## config.mk

```make
export PLATFORM = sky130hd
export DESIGN_NAME = omwc_core
export DESIGN_NICKNAME = d
export VERILOG_FILES = /design/src/pkg/omwc_pkg.sv /design/src/verilog/omwc_core.sv
export SDC_FILE = /design/constraint.sdc
export NUM_CORES = 1
export LEC_CHECK = 0
export ABC_AREA = 1
export BUFFER_PORTS_ARGS = -buffer_cell sky130_fd_sc_hd__buf_2
export CAP_MARGIN = 30
export CORE_MARGIN = 2
export CORE_UTILIZATION = 49
export DETAILED_ROUTE_END_ITERATION = 6
export PLACE_DENSITY_LB_ADDON = 0.25
export SYNTH_ARGS = -nofsm -noshare
export SYNTH_HDL_FRONTEND = slang
export SYNTH_SLANG_ARGS = --single-unit
```

## constraint.sdc

```tcl
create_clock -name clk_i -period 1.85 [get_ports clk_i]
set_input_delay 0.37 -clock clk_i [delete_from_list [all_inputs] [get_ports clk_i]]
set_output_delay 0.37 -clock clk_i [all_outputs]
set_load 0.1 [all_outputs]
```

## src/pkg/omwc_pkg.sv

```systemverilog
`default_nettype none
package omwc_pkg;
  // register byte addresses
  localparam logic [7:0] OMWC_ADR_MODE = 8'h00;
  localparam logic [7:0] OMWC_ADR_CTRL = 8'h04;
  localparam logic [7:0] OMWC_ADR_STAT = 8'h08;
  localparam logic [7:0] OMWC_ADR_PORTA_WAKE_ENABLE = 8'h0c;
  // mode and control register fields
  localparam int OMWC_FSS_BIT   = 0;
  localparam int OMWC_IDLE_BIT  = 1;
  localparam int OMWC_FRDY_BIT  = 2;
  localparam int OMWC_SRDY_BIT  = 3;
  localparam int OMWC_FAST_WAKEUP_ENABLE_BIT = 4;
  localparam int OMWC_DIV_LSB   = 5;
  localparam int OMWC_KEEP_BIT  = 7;
  localparam logic [2:0] OMWC_DIV_SLOW_MAX = 3'h1;
  // values after reset
  localparam logic [7:0] OMWC_MODE_RST = 8'h03;
  localparam logic       OMWC_KEEP_RST = 1'b0;
  localparam logic [7:0] OMWC_PORTA_WAKE_ENABLE_RST = 8'h00;
  // oscillator start-up counts, in clock cycles
  localparam logic [7:0] OMWC_XTAL_CYC = 8'h80;
  localparam logic [7:0] OMWC_RC_CYC   = 8'h10;
  localparam logic [7:0] OMWC_SLOW_CYC = 8'h02;

  typedef enum logic [1:0] {
    LP_DEEP, LP_LIGHT, LP_IDLE_STOP, LP_IDLE_RUN
  } omwc_lp_t;

  typedef enum logic [1:0] {ST_RUN, ST_LP, ST_WAKE} omwc_state_t;

  // clock and oscillator enables
  typedef struct packed {
    logic sys;
    logic timebase;
    logic sub;
    logic wdt;
    logic fast_osc;
    logic fast_div;
  } omwc_clk_t;

  // latched wake-up cause
  typedef struct packed {
    logic ext_rst;
    logic porta;
    logic irq;
    logic wdt;
  } omwc_wake_t;
endpackage
`default_nettype wire

```

## src/verilog/omwc_core.sv

```systemverilog
// Function
// divider 000/001 with select clear: slow mode
// select set or divider 010-111: fast clock
// slow source stops fast oscillator and dividers
// slow switch waits for slow ready flag
// software polls fast ready after leaving slow
// halt, no idle, no watchdog/detector: deep sleep
// halt, no idle, watchdog/detector on: light sleep
// halt, idle, no clock keep: stopped idle
// halt, idle, clock keep: running idle
// sleep halts execution, state kept
// entry sets power-down, clears timeout flag
// watchdog cleared on entry, then counts
// four wake sources end low power
// reset wake resets all; watchdog wake resets
// power-down cleared by clear, set by halt
// watchdog wake sets timeout, resets pc/sp
// enabled port pin falling edge wakes
// disabled irq or full stack: resume only
// irq pending at entry cannot wake
// one start-up timer, fast before slow
// deep wake waits for fast ready
// light wake may run on slow oscillator
// sub clock until 128 crystal cycles
// fast ready after 128 or 16 cycles
// low-power mode chosen at halt
//
// The implementer's own choices: the address map and the Wishbone interface to the registers.
`timescale 1ns/10ps
`default_nettype none
module omwc_core
  import omwc_pkg::*;
#(
  parameter int         NIRQ      = 4,
  parameter int         NPA       = 8,
  parameter logic [7:0] XTAL_CNT  = OMWC_XTAL_CYC,
  parameter logic [7:0] RC_CNT    = OMWC_RC_CYC,
  parameter logic [7:0] SLOW_CNT  = OMWC_SLOW_CYC
) (
  input  wire logic            clk_i,
  input  wire logic            rst_i,
  input  wire logic            wb_cyc_i,
  input  wire logic            wb_stb_i,
  input  wire logic            wb_we_i,
  input  wire logic [7:0]      wb_adr_i,
  input  wire logic [31:0]     wb_dat_i,
  input  wire logic [3:0]      wb_sel_i,
  output logic      [31:0]     wb_dat_o,
  output logic                 wb_ack_o,
  input  wire logic            halt_i,
  input  wire logic            clr_wdt_i,
  input  wire logic            wdt_en_i,
  input  wire logic            lvd_en_i,
  input  wire logic            crystal_i,
  input  wire logic            ext_reset_i,
  input  wire logic            wdt_ovf_i,
  input  wire logic [NPA-1:0]  porta_i,
  input  wire logic [NIRQ-1:0] irq_req_i,
  input  wire logic [NIRQ-1:0] irq_en_i,
  input  wire logic            stack_full_i,
  output omwc_clk_t            clk_o,
  output logic                 cpu_run_o,
  output logic                 on_sub_o,
  output logic                 wdt_clr_o,
  output logic                 wdt_hold_o,
  output logic                 wake_o,
  output logic                 full_reset_o,
  output logic                 pc_sp_reset_o,
  output logic                 irq_take_o
);
  logic [7:0]     mode_q;
  logic           keep_q;
  logic [NPA-1:0] porta_wake_enable_q;
  logic           ack_q;
  logic [31:0]    rd_q;
  omwc_state_t    st_q;
  omwc_lp_t       lp_q;
  omwc_lp_t       lp_sel;
  omwc_wake_t     cause_q;
  omwc_wake_t     wk;
  logic [NIRQ-1:0] irq_blk_q;
  logic [NPA-1:0] porta_q;
  logic [7:0]     sst_q;
  logic           sst_fast_q;
  logic           frdy_q;
  logic           srdy_q;
  logic           src_slow_q;
  logic           pdf_q;
  logic           to_q;
  logic           take_q;
  logic           wclr_q;
  logic           full_q;
  logic           pcsp_q;
  logic           wake_q;
  logic           itake_q;
  logic [7:0]     fon_cnt_q;

  logic       fss, idle_en, fast_wakeup_enable, slow_req, halt_go, lp_act, deep_act;
  logic       fast_on, slow_on, sub_run, tgt_rdy, wake_any, bus_go;
  logic [2:0] div;
  logic [7:0] fcnt;
  logic [NIRQ-1:0] irq_wk;

  // mode field decode
  assign fss      = mode_q[OMWC_FSS_BIT];
  assign idle_en  = mode_q[OMWC_IDLE_BIT];
  assign fast_wakeup_enable    = mode_q[OMWC_FAST_WAKEUP_ENABLE_BIT];
  assign div      = mode_q[OMWC_DIV_LSB +: 3];
  assign slow_req = ~fss & (div <= OMWC_DIV_SLOW_MAX);
  assign bus_go   = wb_cyc_i & wb_stb_i & ~ack_q;

  // low-power mode choice at halt
  always_comb begin
    if (!idle_en) begin
      lp_sel = (wdt_en_i | lvd_en_i) ? LP_LIGHT : LP_DEEP;
    end else begin
      lp_sel = keep_q ? LP_IDLE_RUN : LP_IDLE_STOP;
    end
  end

  assign halt_go  = (st_q == ST_RUN) & halt_i;
  assign lp_act   = (st_q == ST_LP);
  assign deep_act = lp_act & (lp_q == LP_DEEP);

  // oscillator enables
  assign fast_on = ~(src_slow_q & slow_req)
                 & ~(lp_act & (lp_q != LP_IDLE_RUN));
  assign slow_on = ~deep_act & (slow_req | src_slow_q | wdt_en_i
                 | lvd_en_i | lp_act | (crystal_i & fast_wakeup_enable));
  assign fcnt    = crystal_i ? XTAL_CNT : RC_CNT;

  // wake sources; irqs pending at entry are masked
  assign irq_wk     = irq_req_i & ~irq_blk_q;
  assign wk.ext_rst = ext_reset_i;
  assign wk.porta   = |(porta_wake_enable_q & porta_q & ~porta_i);
  assign wk.irq     = |irq_wk;
  assign wk.wdt     = wdt_ovf_i & wdt_en_i & (lp_q != LP_DEEP);
  assign wake_any   = lp_act & (|wk);

  // resume conditions; crystal fast wake-up from light sleep or stopped idle runs on sub clock
  assign tgt_rdy = src_slow_q ? srdy_q : frdy_q;
  assign sub_run = (st_q == ST_WAKE) & ~src_slow_q & crystal_i & fast_wakeup_enable
                 & srdy_q & ~frdy_q
                 & ((lp_q == LP_LIGHT) | (lp_q == LP_IDLE_STOP));
  assign cpu_run_o = (st_q == ST_RUN) | sub_run;
  assign on_sub_o  = sub_run | (st_q == ST_RUN & src_slow_q);

  // clock gating
  always_comb begin
    clk_o.sys      = ~(lp_act & (lp_q != LP_IDLE_RUN));
    clk_o.timebase = ~(lp_act & ((lp_q == LP_DEEP)
                   | (lp_q == LP_LIGHT)));
    clk_o.sub      = slow_on;
    clk_o.wdt      = wdt_en_i & ~deep_act;
    clk_o.fast_osc = fast_on;
    clk_o.fast_div = fast_on;
  end
  assign wdt_hold_o = deep_act;

  // wishbone register writes
  always_ff @(posedge clk_i) begin
    if (rst_i) begin
      mode_q <= OMWC_MODE_RST;
      keep_q <= OMWC_KEEP_RST;
      porta_wake_enable_q <= NPA'(OMWC_PORTA_WAKE_ENABLE_RST);
    end else if (bus_go & wb_we_i & wb_sel_i[0]) begin
      unique case (wb_adr_i)
        OMWC_ADR_MODE: mode_q <= wb_dat_i[7:0];
        OMWC_ADR_CTRL: keep_q <= wb_dat_i[OMWC_KEEP_BIT];
        OMWC_ADR_PORTA_WAKE_ENABLE: porta_wake_enable_q <= wb_dat_i[NPA-1:0];
        default: ;
      endcase
    end
  end

  // wishbone ack and read data
  always_ff @(posedge clk_i) begin
    if (rst_i) begin
      ack_q <= 1'b0;
      rd_q  <= 32'h0000_0000;
    end else begin
      ack_q <= bus_go;
      rd_q  <= 32'h0000_0000;
      if (bus_go & ~wb_we_i) begin
        unique case (wb_adr_i)
          OMWC_ADR_MODE: rd_q <= {24'h00_0000, mode_q[7:4], srdy_q,
                                  frdy_q, mode_q[1:0]};
          OMWC_ADR_CTRL: rd_q <= {24'h00_0000, keep_q, 7'h00};
          OMWC_ADR_STAT: rd_q <= {23'h00_0000, cause_q, lp_act,
                                  lp_q, to_q, pdf_q};
          OMWC_ADR_PORTA_WAKE_ENABLE: rd_q <= {{(32-NPA){1'b0}}, porta_wake_enable_q};
          default: rd_q <= 32'h0000_0000;
        endcase
      end
    end
  end
  assign wb_ack_o = ack_q;
  assign wb_dat_o = rd_q;

  // shared start-up timer, fast oscillator first
  always_ff @(posedge clk_i) begin
    if (rst_i) begin
      sst_q      <= 8'h00;
      sst_fast_q <= 1'b0;
      frdy_q     <= 1'b0;
      srdy_q     <= 1'b0;
    end else begin
      if (!fast_on) frdy_q <= 1'b0;
      if (!slow_on) srdy_q <= 1'b0;
      if (fast_on & ~frdy_q) begin
        sst_fast_q <= 1'b1;
        if (sst_fast_q & (sst_q == fcnt - 8'h01)) begin
          frdy_q <= 1'b1;
          sst_q  <= 8'h00;
        end else begin
          sst_q <= sst_fast_q ? sst_q + 8'h01 : 8'h01;
        end
      end else if (slow_on & ~srdy_q) begin
        // a count left over from the fast phase restarts at one
        sst_fast_q <= 1'b0;
        if (~sst_fast_q & (sst_q == SLOW_CNT - 8'h01)) begin
          srdy_q <= 1'b1;
          sst_q  <= 8'h00;
        end else begin
          sst_q <= sst_fast_q ? 8'h01 : sst_q + 8'h01;
        end
      end else begin
        sst_fast_q <= 1'b0;
        sst_q      <= 8'h00;
      end
    end
  end

  // system clock source follows request once target is ready
  always_ff @(posedge clk_i) begin
    if (rst_i) begin
      src_slow_q <= 1'b0;
    end else if (slow_req & srdy_q) begin
      src_slow_q <= 1'b1;
    end else if (~slow_req & frdy_q) begin
      src_slow_q <= 1'b0;
    end
  end

  // operating state machine
  always_ff @(posedge clk_i) begin
    if (rst_i) begin
      st_q      <= ST_RUN;
      lp_q      <= LP_DEEP;
      irq_blk_q <= '0;
      cause_q   <= '0;
      take_q    <= 1'b0;
    end else begin
      unique case (st_q)
        ST_RUN: if (halt_i) begin
          st_q      <= ST_LP;
          lp_q      <= lp_sel;
          irq_blk_q <= irq_req_i;
        end
        ST_LP: if (wake_any) begin
          st_q    <= ST_WAKE;
          cause_q <= wk;
          take_q  <= |(irq_wk & irq_en_i) & ~stack_full_i;
        end
        ST_WAKE: if (tgt_rdy) begin
          st_q <= ST_RUN;
        end
      endcase
    end
  end

  // power-down and timeout flags; set wins over clear
  always_ff @(posedge clk_i) begin
    if (rst_i) begin
      pdf_q <= 1'b0;
      to_q  <= 1'b0;
    end else begin
      if (halt_go) pdf_q <= 1'b1;
      else if (clr_wdt_i) pdf_q <= 1'b0;
      if (wdt_ovf_i) to_q <= 1'b1;
      else if (halt_go | clr_wdt_i) to_q <= 1'b0;
    end
  end

  // event pulses toward cpu, watchdog and reset logic
  always_ff @(posedge clk_i) begin
    if (rst_i) begin
      porta_q <= '0;
      wclr_q  <= 1'b0;
      wake_q  <= 1'b0;
      full_q  <= 1'b0;
      pcsp_q  <= 1'b0;
      itake_q <= 1'b0;
    end else begin
      porta_q <= porta_i;
      wclr_q  <= halt_go;
      wake_q  <= wake_any;
      full_q  <= wake_any & wk.ext_rst;
      pcsp_q  <= wake_any & ~wk.ext_rst & wk.wdt;
      itake_q <= (st_q == ST_WAKE) & tgt_rdy & take_q;
    end
  end
  assign wdt_clr_o     = wclr_q;
  assign wake_o        = wake_q;
  assign full_reset_o  = full_q;
  assign pc_sp_reset_o = pcsp_q;
  assign irq_take_o    = itake_q;

  // cycles the fast oscillator has been starting
  always_ff @(posedge clk_i) begin
    if (rst_i | ~fast_on | frdy_q) fon_cnt_q <= 8'h00;
    else fon_cnt_q <= fon_cnt_q + 8'h01;
  end
endmodule
`default_nettype wire
```

==> out/qor.csv <==
stage,metric,value,unit
place,Place WS,0.132,ns
synth,Mapped Cells,436,
power_and_ir_drop,Comb pwr share,45.8,%
setup_path,Slowest Stage Delay on Critical Path,0.33,ns
setup_path,reg2reg setup slack,0.31,ns
synth,"count leader, synth",nand2_1,
layout,Synth-to-Final Area Change,27.4,%
synth,Synth area leader,dfxtp_1,
floorplanning,Top-Level Pins,120,
synth,Adder-Cell Fraction of Synth Area,3.57,%
synth,Synth Area in Simple Gates,30.6,%
drt,initial DRC count,169,
drt,drt pass-1 iters,5,
synth,main area contributors after synthesis,"dfxtp_1, nand2_1, nor2_1",
power_and_ir_drop,LEAKAGE,1.94,nW
place,placed cells,577,
power_and_ir_drop,internal power,0.00303,W
drt,Vias/cell,4.88,
sta,Rel. slew slack,66.1,%
sta,min cycle time layout,1.85,ns
clock_network,H-tree levels,3,
hold_path,Worst Hold Class,in2reg,
power_and_ir_drop,total power per unit cell area,1300,nW/um2
floorplanning,initial core utilization,50.2,%
floorplanning,Die X,84.2,um
power_and_ir_drop,register share of total power,31.2,%
sta,Final setup viols,0,
setup_path,CP max FO,3,
setup_path,number of cells on the worst reg-to-reg path,11,
place,DP HPWL,5.49,mm
floorplanning,Die Y,84.2,um
synth,ys async rst share,0,%
sta,clk_skew,0.0115,ns
synth,yosys warns,0,
clock_network,CTS Sinks,65,
synth,sequential area share after synthesis,41.3,%
status,status,completed,
sta,hold slack,0.238,ns
floorplanning,Die ar.,7090,um2
power_and_ir_drop,Psw,0.00219,W
drt,DR vias,2955,
synth,post-synth cell types,36,
sta,period utilization,100,%
sta,Final WS setup,0.000329,ns
synth,"flops & latches, synth",65,
layout,nets,606,
setup_path,Worst setup SP type,flip-flop,
clock_network,clock-pin transition on the worst setup and hold timing paths,0.07,ns
global_routing,initial antenna violation count,0,
synth,Synth Area in XOR/XNOR,1.11,%
clock_network,clk_lat worst skew,0.34,ns
synth,post-synthesis compound-gate area fraction,9.09,%
place,Post-DP Area,3670,um2
drt,DR DRC count,0,
place,Placer Congestion,0.836,
sta,Fin. Hold Viols,0,
synth,largest family of logic cells by synthesized area,simple AND/OR/NAND/NOR gates,
layout,layout cell share with drive strength beyond 1,27.3,%
sta,pins over their slew limit,0,
synth,Post-synth top cells,"nand2_1, nor2_1, dfxtp_1",
floorplanning,core region area,6280,um2
synth,Post-synth EDFFs,0,
global_routing,GRT Util Overall,20.9,%
setup_path,worst path required time,1.48,ns
layout,final std cells w/o fill,605,
synth,Syn Area/Cell,7.23,um2
setup_path,Worst Setup Path Type,reg2out,
sta,Worst Tran Pin Value,0.504,ns
global_routing,total global routing overflow,0,
setup_path,"Arr. time, crit path",1.48,ns
setup_path,CP Cell Sequence,inv_2 > ha_4 > buf_6 > nand2_4 > clkinvlp_4 > nor2_4 > buf_12,
clock_network,clock buffer depth,2,
clock_network,CTS buffer count,9,
global_routing,first-pass GRT wire length,11.9,mm
synth,mux contribution to synthesized area,0,%
floorplanning,# rows,29,
setup_path,CP max-delay cell,dfxtp_2,
sta,RSZ-0062 raised after global routing,true,
drt,DR WL/cell,11.9,um
sta,Max Fclk,0.541,GHz
clock_network,CTS Root Cell,clkbuf_8,
layout,Finished Cell Area,4010,um2
power_and_ir_drop,VDD IR max,1300,uV
flow_run,maxcap violations,0,
hold_path,Worst Hold Depth,2,
clock_network,CTS tree,done,
setup_path,CP endpoint kind,primary output,
power_and_ir_drop,sw frac,41.9,%
power_and_ir_drop,clock share of power,23.0,%
layout,FILL cells,555,
place,IO buf count,69,
layout,n_diodes,0,
global_routing,largest net degree at the start of global routing,25,
drt,Routed WL,7.21,mm
synth,Mapped Area,3150,um2
synth,post-synth top area share,41.3,%
global_routing,vias in the first global route,2774,
drt,post-route ant nets,0,
synth,ys flop type,dfxtp_1,
==> routing by layer <==
layer  track usage [%]  share of wire, %  vias up  wire length [um]
met1              26.1                44     1329              3160
met3              3.74               5.9       10               425
li1                  -                 -     1516                 -
met4              8.80               1.5        0               107
met2              35.6                49      100              3510
met5                 0                 0        -                 0
==> final timing paths <==
| path | start | endpoint |
|---|---|---|
| worst max-delay path | st_q[1] | clk_o[2] |
| worst max register to register | st_q[1] | sst_q[2] |
| worst min register to register | cause_q[1] | cause_q[1] |
| worst min-delay path | rst_i | wb_ack_o |
==> logic make-up after synthesis <==
logic type / after synthesis
simple gates: 217
buf+inv: 89
flops: 65
compound gates: 51
fa+ha+maj: 9
xor+xnor: 4
other cells: 1
==> state kept, by name (all words and copies together) (netlist names) <==
signal / cells
src_slow_q: 1
irq_blk_q: 4
pdf_q: 1
porta_wake_enable_q: 8
srdy_q: 1
keep_q: 1
st_q: 2
frdy_q: 1
take_q: 1
porta_q: 8
sst_q: 8
wb_ack_o: 1
lp_q: 2
mode_q: 6
irq_take_o: 1
sst_fast_q: 1
pc_sp_reset_o: 1
wb_dat_o: 9
to_q: 1
wake_o: 1
full_reset_o: 1
wdt_clr_o: 1
cause_q: 4
==> critical path, delay by kind of cell, from the launching register on <==
kind          cells  cell delay [ns]
buf+inv           4             0.46
flops             1             0.33
simple gates      2             0.18
fa+ha+maj         1             0.17
==> cell usage in the layout (no fill, tap or decap), drive strengths merged, types with 3 or more instances in the layout <==
cell	instances
a21oi	20
inv	52
nand3	50
nand4	3
clkinv	3
ha	9
buf	90
nor2	74
nor3	4
o211ai	3
o21ai	22
conb	23
nand2	81
dfxtp	65
clkbuf	12
==> per-stage QoR <==
step,setup TNS (ns),util [%],power [W]
2_1_floorplan,-0.323,-,0.00328
3_3_place_gp,0,58.5,0.00376
3_5_place_dp,0,58.5,0.00379
4_1_cts,-0.0140,63.1,0.00513
5_1_grt,-0.242,63.9,0.00546
6_report,0,63.9,0.00522
==> power by group through the flow <==
stage | clock [W] | combinational [W] | sequential, W
CTS | 0.00122 | 0.00229 | 0.00163
finish | 0.00120 | 0.00239 | 0.00163
global route | 0.00127 | 0.00255 | 0.00164
detailed placement | 0 | 0.00213 | 0.00166
floorplan | 0 | 0.00155 | 0.00173
global placement | 0 | 0.00212 | 0.00165
==> layout make-up <==
class,count,area (um2),area share (%)
repair buffers,90,649,16.2
clock inverters,3,40.0,0.998
clock buffers,12,155,3.87
inverters,54,216,5.39
flip-flops and latches,65,1310,32.5
multi-input cells,304,1550,38.6
well taps,77,96.3,2.40
==> repair_timing <==
action / 4_1_cts / 5_1_grt
resized for setup: 13 / 6
pin swaps: 2 / 2
hold buffers: 0 / 0
endpoints found under the setup margin: 7 / 8
setup buffers: 8 / 5
Power figures use the tool's default switching activity.
